--- src/core/dar_pkg.sv ---
package dar_pkg;
  // ****************************************************
  // register map
  // ****************************************************
  localparam logic [4:0]  DAR_ADDR_DIE_TEMP    = 5'h06;
  localparam logic [4:0]  DAR_ADDR_ALARM_SUPP  = 5'h07;
  localparam logic [4:0]  DAR_ADDR_I_OFFSET    = 5'h08;
  localparam logic [4:0]  DAR_ADDR_RDPTR_Q_OFF = 5'h09;
  localparam logic [4:0]  DAR_ADDR_RSVD_A      = 5'h0a;
  // ****************************************************
  // reset values
  // ****************************************************
  localparam logic [15:0] DAR_RST_ALARM_SUPP   = 16'hffff;
  localparam logic [15:0] DAR_RST_I_OFFSET     = 16'h0000;
  localparam logic [15:0] DAR_RST_RDPTR_Q_OFF  = 16'h8000;
  localparam logic [15:0] DAR_RST_RSVD_A       = 16'h0000;
  localparam logic [15:0] DAR_FORCED_OUT_WORD  = 16'h8000;
  // ****************************************************
  // field positions
  // ****************************************************
  localparam int DAR_TEMP_MSB       = 15;
  localparam int DAR_TEMP_LSB       = 8;
  localparam int DAR_OFS_MSB        = 12;
  localparam int DAR_RDPTR_MSB      = 15;
  localparam int DAR_RDPTR_LSB      = 13;
  localparam logic [15:0] DAR_ALARM_USED_MASK = 16'hbfbc;
  localparam int DAR_ALM_ZERO_WP    = 15;
  localparam int DAR_ALM_COLLISION  = 13;
  localparam int DAR_ALM_ONE_APART  = 12;
  localparam int DAR_ALM_TWO_APART  = 11;
  localparam int DAR_ALM_OUT_FORCED = 8;
  // ****************************************************
  // timing: least serial clock period on temperature reads
  // ****************************************************
  localparam int DAR_TEMP_SCLK_NS     = 1000;
  localparam int DAR_CLK_NS           = 10;
  localparam int DAR_TEMP_SCLK_CYCLES = (DAR_TEMP_SCLK_NS + DAR_CLK_NS - 1) / DAR_CLK_NS;
  // ****************************************************
  // pointer distance encodings
  // ****************************************************
  typedef enum logic [1:0] {
    DAR_PTR_FINE      = 2'b00,
    DAR_PTR_TWO_APART = 2'b01,
    DAR_PTR_ONE_APART = 2'b10,
    DAR_PTR_COLLIDE   = 2'b11
  } dar_ptr_dist_t;
endpackage

--- src/core/dar_ptr_decode.sv ---
`timescale 1ns/1ps
// ****************************************************
// pointer distance field decoder
// ****************************************************
module dar_ptr_decode (
  input  wire logic [2:0]             dist_field_i,
  output dar_pkg::dar_ptr_dist_t      dist_o,
  output logic                        one_apart_o,
  output logic                        two_apart_o,
  output logic                        collision_o
);
  import dar_pkg::*;

  // priority decode, collision dominates lesser distances
  always_comb begin
    if (dist_field_i[2]) begin
      dist_o = DAR_PTR_COLLIDE;
    end else if (dist_field_i[1]) begin
      dist_o = DAR_PTR_ONE_APART;
    end else if (dist_field_i[0]) begin
      dist_o = DAR_PTR_TWO_APART;
    end else begin
      dist_o = DAR_PTR_FINE;
    end
  end

  assign collision_o = (dist_o == DAR_PTR_COLLIDE);
  assign one_apart_o = (dist_o == DAR_PTR_ONE_APART);
  assign two_apart_o = (dist_o == DAR_PTR_TWO_APART);
endmodule

--- src/core/dar_regs.sv ---
`timescale 1ns/1ps
module dar_regs (
  input  wire logic        core_clk_i,
  input  wire logic        rst_b_i,
  input  wire logic        reg_wr_i,
  input  wire logic        reg_rd_i,
  input  wire logic [4:0]  reg_addr_i,
  input  wire logic [15:0] reg_wdata_i,
  output logic      [15:0] reg_rdata_o,
  output logic             reg_rvalid_o,
  input  wire logic [7:0]  temp_sensor_i,
  input  wire logic        auto_sync_en_i,
  input  wire logic        fifo_sync_i,
  input  wire logic [15:0] alarm_status_i,
  input  wire logic [15:0] conv_i_data_i,
  input  wire logic [15:0] conv_q_data_i,
  output logic      [12:0] i_path_dc_correction_o,
  output logic      [12:0] q_path_dc_correction_o,
  output logic             offset_load_o,
  output logic      [2:0]  fifo_rdptr_load_o,
  output logic             fifo_rdptr_load_en_o,
  output logic             alarm_o,
  output logic      [15:0] alarm_active_o,
  output logic             ptr_one_apart_flag_o,
  output logic             ptr_two_apart_flag_o,
  output logic      [15:0] conv_i_out_o,
  output logic      [15:0] conv_q_out_o
);
  import dar_pkg::*;

  // ****************************************************
  // helpers
  // ****************************************************
  function automatic logic hit(input logic [4:0] a, input logic [4:0] r);
    return a == r;
  endfunction

  logic [15:0] alarm_supp_q;
  logic [12:0] i_ofs_q;
  logic [15:0] rdptr_q_q;
  logic [12:0] i_live_q;
  logic [12:0] q_live_q;
  logic        load_q;
  logic        auto_sync;
  logic [2:0]  rdptr_q;
  logic        rdptr_en_q;
  logic [15:0] rdata_d;
  logic [15:0] rdata_q;
  logic        rvalid_q;
  logic        alarm_q;
  logic [15:0] act_q;
  logic        one_ap;
  logic        two_ap;
  logic        coll;
  logic [15:0] i_out_q;
  logic [15:0] q_out_q;

  // ****************************************************
  // writable registers
  // ****************************************************
  // alarm suppress register
  always_ff @(posedge core_clk_i) begin
    if (!rst_b_i) begin
      alarm_supp_q <= DAR_RST_ALARM_SUPP;
    end else if (reg_wr_i && hit(reg_addr_i, DAR_ADDR_ALARM_SUPP)) begin
      alarm_supp_q <= reg_wdata_i & DAR_ALARM_USED_MASK;
    end
  end

  // i offset register; reserved top bits are not stored
  always_ff @(posedge core_clk_i) begin
    if (!rst_b_i) begin
      i_ofs_q <= DAR_RST_I_OFFSET[DAR_OFS_MSB:0];
    end else if (reg_wr_i && hit(reg_addr_i, DAR_ADDR_I_OFFSET)) begin
      i_ofs_q <= reg_wdata_i[DAR_OFS_MSB:0];
    end
  end

  // read pointer init and q offset share one word
  always_ff @(posedge core_clk_i) begin
    if (!rst_b_i) begin
      rdptr_q_q <= DAR_RST_RDPTR_Q_OFF;
    end else if (reg_wr_i && hit(reg_addr_i, DAR_ADDR_RDPTR_Q_OFF)) begin
      rdptr_q_q <= {reg_wdata_i[DAR_RDPTR_MSB:DAR_RDPTR_LSB], reg_wdata_i[DAR_OFS_MSB:0]};
    end
  end

  // ****************************************************
  // offset transfer into the datapath
  // ****************************************************
  // same-cycle write data is used so a single i write carries its new value
  assign auto_sync = reg_wr_i && hit(reg_addr_i, DAR_ADDR_I_OFFSET) && auto_sync_en_i;

  // live copies change only on auto-sync, never on a lone q write
  always_ff @(posedge core_clk_i) begin
    if (!rst_b_i) begin
      i_live_q <= DAR_RST_I_OFFSET[DAR_OFS_MSB:0];
      q_live_q <= DAR_RST_RDPTR_Q_OFF[DAR_OFS_MSB:0];
      load_q   <= 1'b0;
    end else begin
      load_q <= auto_sync;
      if (auto_sync) begin
        i_live_q <= reg_wdata_i[DAR_OFS_MSB:0];
        q_live_q <= rdptr_q_q[DAR_OFS_MSB:0];
      end
    end
  end

  assign i_path_dc_correction_o = i_live_q;
  assign q_path_dc_correction_o = q_live_q;
  assign offset_load_o          = load_q;

  // ****************************************************
  // fifo read pointer load
  // ****************************************************
  always_ff @(posedge core_clk_i) begin
    if (!rst_b_i) begin
      rdptr_q    <= DAR_RST_RDPTR_Q_OFF[DAR_RDPTR_MSB:DAR_RDPTR_LSB];
      rdptr_en_q <= 1'b0;
    end else begin
      rdptr_en_q <= fifo_sync_i;
      if (fifo_sync_i) begin
        rdptr_q <= rdptr_q_q[DAR_RDPTR_MSB:DAR_RDPTR_LSB];
      end
    end
  end

  assign fifo_rdptr_load_o    = rdptr_q;
  assign fifo_rdptr_load_en_o = rdptr_en_q;

  // ****************************************************
  // read path
  // ****************************************************
  // temperature is sampled at read time, so it has no reset value of its own
  always_comb begin
    case (reg_addr_i)
      DAR_ADDR_DIE_TEMP:    rdata_d = {temp_sensor_i, 8'h00};
      DAR_ADDR_ALARM_SUPP:  rdata_d = alarm_supp_q;
      DAR_ADDR_I_OFFSET:    rdata_d = {3'h0, i_ofs_q};
      DAR_ADDR_RDPTR_Q_OFF: rdata_d = rdptr_q_q;
      DAR_ADDR_RSVD_A:      rdata_d = DAR_RST_RSVD_A;
      default:              rdata_d = 16'h0000;
    endcase
  end

  // one cycle read latency; slow temperature reads are the host's concern
  always_ff @(posedge core_clk_i) begin
    if (!rst_b_i) begin
      rdata_q  <= 16'h0000;
      rvalid_q <= 1'b0;
    end else begin
      rvalid_q <= reg_rd_i;
      if (reg_rd_i) begin
        rdata_q <= rdata_d;
      end
    end
  end

  assign reg_rdata_o  = rdata_q;
  assign reg_rvalid_o = rvalid_q;

  // ****************************************************
  // alarm gating
  // ****************************************************
  dar_ptr_decode u_ptr_decode (
    .dist_field_i (alarm_status_i[DAR_ALM_COLLISION:DAR_ALM_TWO_APART]),
    .dist_o       (),
    .one_apart_o  (one_ap),
    .two_apart_o  (two_ap),
    .collision_o  (coll)
  );

  // status stays untouched here; mask gates both alarm_active_o and the summary output
  always_ff @(posedge core_clk_i) begin
    if (!rst_b_i) begin
      act_q   <= 16'h0000;
      alarm_q <= 1'b0;
    end else begin
      act_q   <= alarm_status_i & ~alarm_supp_q & DAR_ALARM_USED_MASK;
      alarm_q <= |(alarm_status_i & ~alarm_supp_q & DAR_ALARM_USED_MASK);
    end
  end

  assign alarm_o              = alarm_q;
  assign alarm_active_o       = act_q;
  assign ptr_one_apart_flag_o = one_ap;
  assign ptr_two_apart_flag_o = two_ap;

  // ****************************************************
  // forced converter output
  // ****************************************************
  // collision decode also forces, covering a status word not yet summarised
  always_ff @(posedge core_clk_i) begin
    if (!rst_b_i) begin
      i_out_q <= DAR_FORCED_OUT_WORD;
      q_out_q <= DAR_FORCED_OUT_WORD;
    end else if (alarm_status_i[DAR_ALM_OUT_FORCED] || coll) begin
      i_out_q <= DAR_FORCED_OUT_WORD;
      q_out_q <= DAR_FORCED_OUT_WORD;
    end else begin
      i_out_q <= conv_i_data_i;
      q_out_q <= conv_q_data_i;
    end
  end

  assign conv_i_out_o = i_out_q;
  assign conv_q_out_o = q_out_q;
endmodule

--- config.mk ---
export PLATFORM = sky130hd
export DESIGN_NAME = dar_regs
export DESIGN_NICKNAME = d
export VERILOG_FILES = /design/src/core/dar_pkg.sv /design/src/core/dar_ptr_decode.sv /design/src/core/dar_regs.sv
export SDC_FILE = /design/constraint.sdc
export NUM_CORES = 1
export LEC_CHECK = 0
export BUFFER_PORTS_ARGS = -buffer_cell sky130_fd_sc_hd__buf_2
export CORE_MARGIN = 1
export CORE_UTILIZATION = 52
export CTS_BUF_LIST = sky130_fd_sc_hd__clkbuf_16
export CTS_CLUSTER_DIAMETER = 150
export DETAILED_ROUTE_END_ITERATION = 6
export PLACE_DENSITY_LB_ADDON = 0.1
export SLEW_MARGIN = 10
export SYNTH_ARGS = -nofsm -noshare
export SYNTH_HDL_FRONTEND = slang
export SYNTH_SLANG_ARGS = --single-unit
--- constraint.sdc ---
create_clock -name core_clk_i -period 3 [get_ports core_clk_i]
set_clock_uncertainty 0.05 [all_clocks]
set_input_delay 0.6 -clock core_clk_i [delete_from_list [all_inputs] [get_ports core_clk_i]]
set_output_delay 0.6 -clock core_clk_i [all_outputs]
set_load 0.02 [all_outputs]
==> flow_metrics.env, run 1 <==
export IMPL_drtIter0Drc=283
export IMPL_p_sw_frac=0.230
export IMPL_synth_simple_area_share=0.209
export IMPL_clockBufferDepth=2
export IMPL_vias=4098
export IMPL_hold_worst_slack_ns=0.328
export IMPL_cp_num_buf_inv=1
export IMPL_setup_violations=0
export IMPL_crit_arrival_ns=2.29
export IMPL_critPathRequiredTime_ns=3.28
export IMPL_synth_async_reset_ratio=0
export IMPL_rr_worst_depth=3
export IMPL_nFillCells=718
export IMPL_yosys_area_share_adder=0
export IMPL_p_seq_frac=0.462
export IMPL_route_detailed_drc=0
export IMPL_synth_xor_area_frac=0
export IMPL_crit_path_cell_trace="buf_2 > or3b_4 > a211o_1 > or2_0 > o211ai_2"
export IMPL_start_kind="primary input"
export IMPL_grt_antenna_before_repair=0
export IMPL_postLayoutCoreUtil=0.714
export IMPL_max_cap_violations=0
export IMPL_synth_compound_area_frac=0.0861
export IMPL_worst_path_dominant_cell_family="simple AND/OR/NAND/NOR gates"
export IMPL_io_pins=182
export IMPL_end_kind="register"
export IMPL_drv_slew=0
export IMPL_htreeDepth=4
export IMPL_ant_nets=0
export IMPL_cts_setup_buffers=0
export IMPL_hold_path_class="in -> reg"
export IMPL_dp_cells=759
export IMPL_tns_ns=0
export IMPL_synth_area_mux_share=0.0991
export IMPL_powerDensity_nw_per_um2=624
export IMPL_antenna_cells=0
export IMPL_place_hpwl_mm=8.35
export IMPL_initial_core_util=0.544
export IMPL_path_max_fanout=11
export IMPL_slowest_stage="or2_0"
export IMPL_hold_buffers=0
export IMPL_clk_pin_slew_ns=0.06
export IMPL_cts_sinks=135
export IMPL_path_class="in -> reg"
export IMPL_die_h_um=98.2
export IMPL_synth_seq_cells=135
export IMPL_multi_input_area_sq_um=1920
export IMPL_ir_worst_vdd_uv=438
export IMPL_cts_tree="built"
export IMPL_grt_pass1_wl_mm=19.1
export IMPL_switching_power_mw=0.907
export IMPL_hold_violations=0
export IMPL_syn_inst=496
export IMPL_synth_edff_count=0
export IMPL_die_w_um=98.2
export IMPL_regArea_sq_um=2700
export IMPL_p_int_mw=3.03
export IMPL_coreArea_sq_um=8850
export IMPL_ys_flop_type="dfxtp_1"
export IMPL_cts_root_buf="clkbuf_16"
export IMPL_grt_pass1_vias=3960
export IMPL_drtPass1Iterations=7
export IMPL_path_depth=5
export IMPL_layout_nets=753
export IMPL_portBuffers=173
export IMPL_clock_latency_ns=0.40
export IMPL_worstMarginPinSlew_ns=0.650
export IMPL_vias_per_cell=5.18
export IMPL_ys_seq_area_frac=0.562
export IMPL_cts_made_buffers=17
export IMPL_place_gp_congestion=0.844
export IMPL_grt_overflow_total=0
export IMPL_dieArea_sq_um=9640
export IMPL_total_leakage_power_nw=3.23
export IMPL_area_growth_pct=31.3
export IMPL_layoutNonFillerInstCount=791
export IMPL_cts_resized=0
export IMPL_wirelength_mm=12.0
export IMPL_fmax_mhz=498
export IMPL_ys_types=39
export IMPL_rsz0062_at_grt="no"
export IMPL_clockPowerShare=0.486
export IMPL_synth_area_sq_um=4810
export IMPL_cpPeakStageDelay_ns=0.47
export IMPL_avgSynthCellArea_sq_um=9.70
export IMPL_worst_hold_path_num_cells=2
export IMPL_p_comb_frac=0.052
export IMPL_r2r_setup_slack_ns=1.76
export IMPL_period_needed_ns=2.01
export IMPL_core_rowCount=34
export IMPL_synth_top_family_by_area="simple AND/OR/NAND/NOR gates"
export IMPL_status="complete, no violations"
export IMPL_fin_crit_sh=0.669
export IMPL_grt_max_degree=45
export IMPL_slew_headroom=0.563
export IMPL_track_usage=0.256
export IMPL_synth_warnings=0
export IMPL_drive_gt1_frac=0.340
export IMPL_wl_per_cell_um=15.1
-- cell usage after synthesis, types with 2 or more instances --
| master | instances | share of area |
|---|---|---|
| a21oi_1 | 18 | 0.019 |
| a222oi_1 | 5 | 0.010 |
| a22o_1 | 5 | 0.0091 |
| a22oi_1 | 9 | 0.014 |
| and2_1 | 33 | 0.043 |
| buf_2 | 9 | 0.0094 |
| buf_4 | 6 | 0.0094 |
| clkbuf_1 | 18 | 0.014 |
| dfxtp_1 | 135 | 0.56 |
| inv_1 | 8 | 0.0062 |
| mux2_2 | 5 | 0.012 |
| mux2i_1 | 42 | 0.087 |
| nand2_1 | 68 | 0.053 |
| nand2b_1 | 9 | 0.012 |
| nand3_1 | 27 | 0.028 |
| nand4_1 | 2 | 0.0026 |
| nor2_1 | 53 | 0.041 |
| nor3_1 | 8 | 0.0083 |
| nor4_1 | 2 | 0.0026 |
| o211ai_2 | 5 | 0.013 |
| o21ai_0 | 10 | 0.010 |
| o22ai_1 | 2 | 0.0026 |
-- sequential cells by signal, indices dropped and copies added (netlist names), 13 cells and up --
signal	cells
conv_i_out_o	16
conv_q_out_o	16
rdptr_q_q	16
reg_rdata_o	16
alarm_supp_q	13
i_ofs_q	13
i_path_dc_correction_o	13
q_path_dc_correction_o	13
-- path summary, 6_finish.rpt --
kind,startpoint,end
max,reg_addr_i[1],reg_rdata_o[0]$_SDFFE_PN0P_
min reg2reg,reg_rdata_o[11]$_SDFFE_PN0P_,reg_rdata_o[11]$_SDFFE_PN0P_
min,conv_i_data_i[15],conv_i_out_o[15]$_SDFF_PP1_
max reg2reg,alarm_supp_q[15]$_SDFFE_PN1P_,alarm_o$_SDFF_PN0_
-- cell usage in the layout (no fill, tap or decap), types with 4 or more instances in the layout --
cell type,Yosys,routed
clkinvlp_4,0,4
conb_1,1,4
a21oi_1,18,18
nand2b_1,9,9
o21ai_0,10,10
inv_1,8,9
buf_4,6,13
mux2_2,5,5
a22oi_1,9,9
mux2i_1,42,42
nand3_1,27,27
dfxtp_1,135,135
nand2_1,68,68
inv_6,0,4
nor3_1,8,6
and2_1,33,33
clkbuf_16,0,17
buf_2,9,173
a22o_1,5,5
o211ai_2,5,5
nor2_1,53,53
a222oi_1,5,5
-- final cells by class --
class | count | area share
sequential | 135 | 0.428
multi-input combinational | 320 | 0.304
timing repair buffer | 186 | 0.153
clock buffer | 17 | 0.0674
tap | 108 | 0.0214
clock inverter | 15 | 0.0204
inverter | 10 | 0.00594
-- worst register-to-register path, cell delays in order (launching register included) --
cell       delay [ns]
dfxtp_1          0.40
nand2b_1         0.15
o2111ai_1        0.12
o41a_1           0.41
-- routing by layer --
layer  share of wire  vias up  GRT usage
li1                -     2014          -
met1            0.40     1921      0.291
met2            0.52      153      0.447
met3           0.073       10     0.0852
met4           0.012        0     0.0907
met5               0        -          0
-- stage by stage --
step,instance area (sq um),power [mW],setup slack [ns]
floorplan,4820,1.97,1.11
global placement,5760,2.06,0.614
detailed placement,5760,2.07,0.572
CTS,6310,3.97,0.993
global route,6310,4.08,0.922
finish,6310,3.94,0.994
-- power groups by stage --
stage | Clock [mW] | Combinational (mW) | Sequential (mW)
5_1_grt | 2.03 | 0.224 | 1.82
2_1_floorplan | 0 | 0.0853 | 1.88
4_1_cts | 1.94 | 0.205 | 1.82
3_5_place_dp | 0 | 0.204 | 1.86
6_report | 1.91 | 0.205 | 1.82
3_3_place_gp | 0 | 0.200 | 1.86
-- cell families (layout without fill, tap and decap cells) --
logic type / Yosys count / after routing
AND/OR/NAND/NOR: 211 / 211
AO/OA/AOI/OAI: 58 / 58
flip-flops: 135 / 135
multiplexers: 47 / 47
other: 1 / 4
buffers and inverters: 44 / 228
Power figures use the tool's default switching activity.
==> run 2, diff against run 1 <==
- CORE_UTILIZATION: 52 -> 44
- clock period: 3 -> 1.7 ns (I/O delays scaled with it)
==> run 2 against run 1 <==
Net effect:
- via count hardly changed
- worst setup slack worse by 0.71 ns
- register-to-register slack worse by 1.3 ns
- sequential power grew 77%
- sequential share of layout area shrank 1.5 points
- die area increased by 18%
- critical path depth unchanged
- clock-buffer cell count did not move
- clock power increased by 84%
- sequential cell count unchanged
- largest cell class unchanged
==> flow_metrics.env, run 2 (synthesis results as in run 1) <==
export IMPL_grt_max_degree=71
export IMPL_fin_crit_sh=0.831
export IMPL_max_cap_violations=0
export IMPL_clk_pin_slew_ns=0.05
export IMPL_wirelength_mm=12.1
export IMPL_start_kind="primary input"
export IMPL_htreeDepth=4
export IMPL_dpl_cell_area_sq_um=5980
export IMPL_crit_arrival_ns=1.69
export IMPL_cpPeakStageDelay_ns=0.84
export IMPL_cts_sinks=135
export IMPL_final_area_sq_um=6550
export IMPL_worstMarginPinSlew_ns=1.12
export IMPL_initial_core_util=0.460
export IMPL_r2r_end="alarm_o$_SDFF_PN0_"
export IMPL_r2r_setup_slack_ns=0.48
export IMPL_grt_pass1_wl_mm=19.2
export IMPL_slew_headroom=0.248
export IMPL_clockBufferDepth=2
export IMPL_post_place_ws_ns=-0.125
export IMPL_final_cell_mix="173 x buf_2, 135 x dfxtp_1, 68 x nand2_1"
export IMPL_place_hpwl_mm=8.83
export IMPL_track_usage=0.220
export IMPL_cts_made_buffers=17
export IMPL_rsz0062_at_grt="no"
export IMPL_vias_per_cell=4.90
export IMPL_end_kind="register"
export IMPL_min_from="conv_i_data_i[15]"
export IMPL_p_total_mw=7.11
export IMPL_hold_violations=0
export IMPL_setup_violations=0
export IMPL_grt_overflow_total=0
export IMPL_powerDensity_nw_per_um2=1090
export IMPL_period_needed_ns=1.41
export IMPL_layoutNonFillerInstCount=837
export IMPL_layout_nets=771
export IMPL_hold_buffers=0
export IMPL_drtPass1Iterations=4
export IMPL_clock_latency_ns=0.40
export IMPL_cts_tree="built"
export IMPL_total_leakage_power_nw=3.37
export IMPL_tns_ns=0
export IMPL_path_class="in -> reg"
export IMPL_ant_nets=0
export IMPL_fmax_mhz=708
export IMPL_die_h_um=107
export IMPL_drive_gt1_frac=0.352
export IMPL_status="complete, no violations"
export IMPL_worst_slack_ns=0.288
export IMPL_coreArea_sq_um=10500
export IMPL_cp_num_buf_inv=2
export IMPL_hold_path_class="in -> reg"
export IMPL_core_rowCount=37
export IMPL_grt_antenna_before_repair=0
export IMPL_crit_path_cell_trace="buf_2 > inv_2 > nor2_1 > a22oi_1 > o21ai_2"
export IMPL_holdPathEnd="conv_i_out_o[15]$_SDFF_PP1_"
export IMPL_io_pins=182
export IMPL_place_gp_congestion=0.782
export IMPL_reg2reg_from="alarm_supp_q[10]$_SDFFE_PN1P_"
export IMPL_dieArea_sq_um=11400
export IMPL_nFillCells=967
export IMPL_drv_slew=0
export IMPL_wl_per_cell_um=14.4
export IMPL_drtIter0Drc=174
export IMPL_cts_resized=0
export IMPL_rr_worst_depth=3
export IMPL_hold_worst_slack_ns=0.0679
export IMPL_final_common_cell="buf_2"
export IMPL_antenna_cells=0
export IMPL_path_max_fanout=16
export IMPL_dp_cells=805
export IMPL_worst_hold_path_num_cells=2
export IMPL_cts_root_buf="clkbuf_16"
export IMPL_worst_path_dominant_cell_family="simple AND/OR/NAND/NOR gates"
export IMPL_route_detailed_drc=0
export IMPL_ir_worst_vdd_uv=585
export IMPL_die_w_um=107
export IMPL_grt_pass1_vias=4079
export IMPL_postLayoutCoreUtil=0.626
export IMPL_vias=4100
export IMPL_area_growth_pct=36.2
export IMPL_critPathRequiredTime_ns=1.98
export IMPL_slowest_stage="nor2_1"
export IMPL_cts_setup_buffers=0
export IMPL_portBuffers=173
run 2: worst reg2reg max path, stage by stage (launching register included):
cell	delay [ns]
dfxtp_1	0.37
nand2b_1	0.16
o2111ai_1	0.13
o41a_1	0.40
run 2: cell type report:
class / instances / area (sq um) / share of cell area
Sequential cell: 135 / 2700 / 0.413
Multi-Input combinational cell: 320 / 1920 / 0.293
Timing Repair Buffer: 204 / 1150 / 0.175
Clock buffer: 17 / 425 / 0.0649
Tap cell: 136 / 170 / 0.0260
Clock inverter: 15 / 145 / 0.0222
Inverter: 10 / 37.5 / 0.00573
run 2: power breakdown:
group | internal (mW) | total [mW] | switching (mW)
Combinational | 0.162 | 0.384 | 0.222
Sequential | 3.20 | 3.22 | 0.0143
Clock | 2.26 | 3.51 | 1.25
run 2: layer usage:
| layer | track usage | vias to the layer above | wire length, um | part of all wire |
|---|---|---|---|---|
| li1 | - | 2042 | - | - |
| met1 | 0.239 | 1917 | 4940 | 0.41 |
| met2 | 0.403 | 135 | 6300 | 0.52 |
| met3 | 0.0730 | 6 | 773 | 0.064 |
| met4 | 0.0646 | 0 | 76 | 0.0063 |
| met5 | 0 | - | 0 | 0 |
run 2: how the worst max path moves through the flow:
stage / to / startpoint / cells past startpoint / slack (ns)
2_1_floorplan: rdptr_q_q[15]$_SDFFE_PN1P_ / reg_addr_i[4] / 6 / 0.07
3_3_place_gp: reg_rdata_o[1]$_SDFFE_PN0P_ / rst_b_i / 5 / -0.06
3_5_place_dp: reg_rdata_o[1]$_SDFFE_PN0P_ / rst_b_i / 5 / -0.13
6_report: reg_rdata_o[1]$_SDFFE_PN0P_ / rst_b_i / 5 / 0.29
5_1_grt: reg_rdata_o[1]$_SDFFE_PN0P_ / rst_b_i / 5 / 0.14
4_1_cts: reg_rdata_o[1]$_SDFFE_PN0P_ / rst_b_i / 5 / 0.28
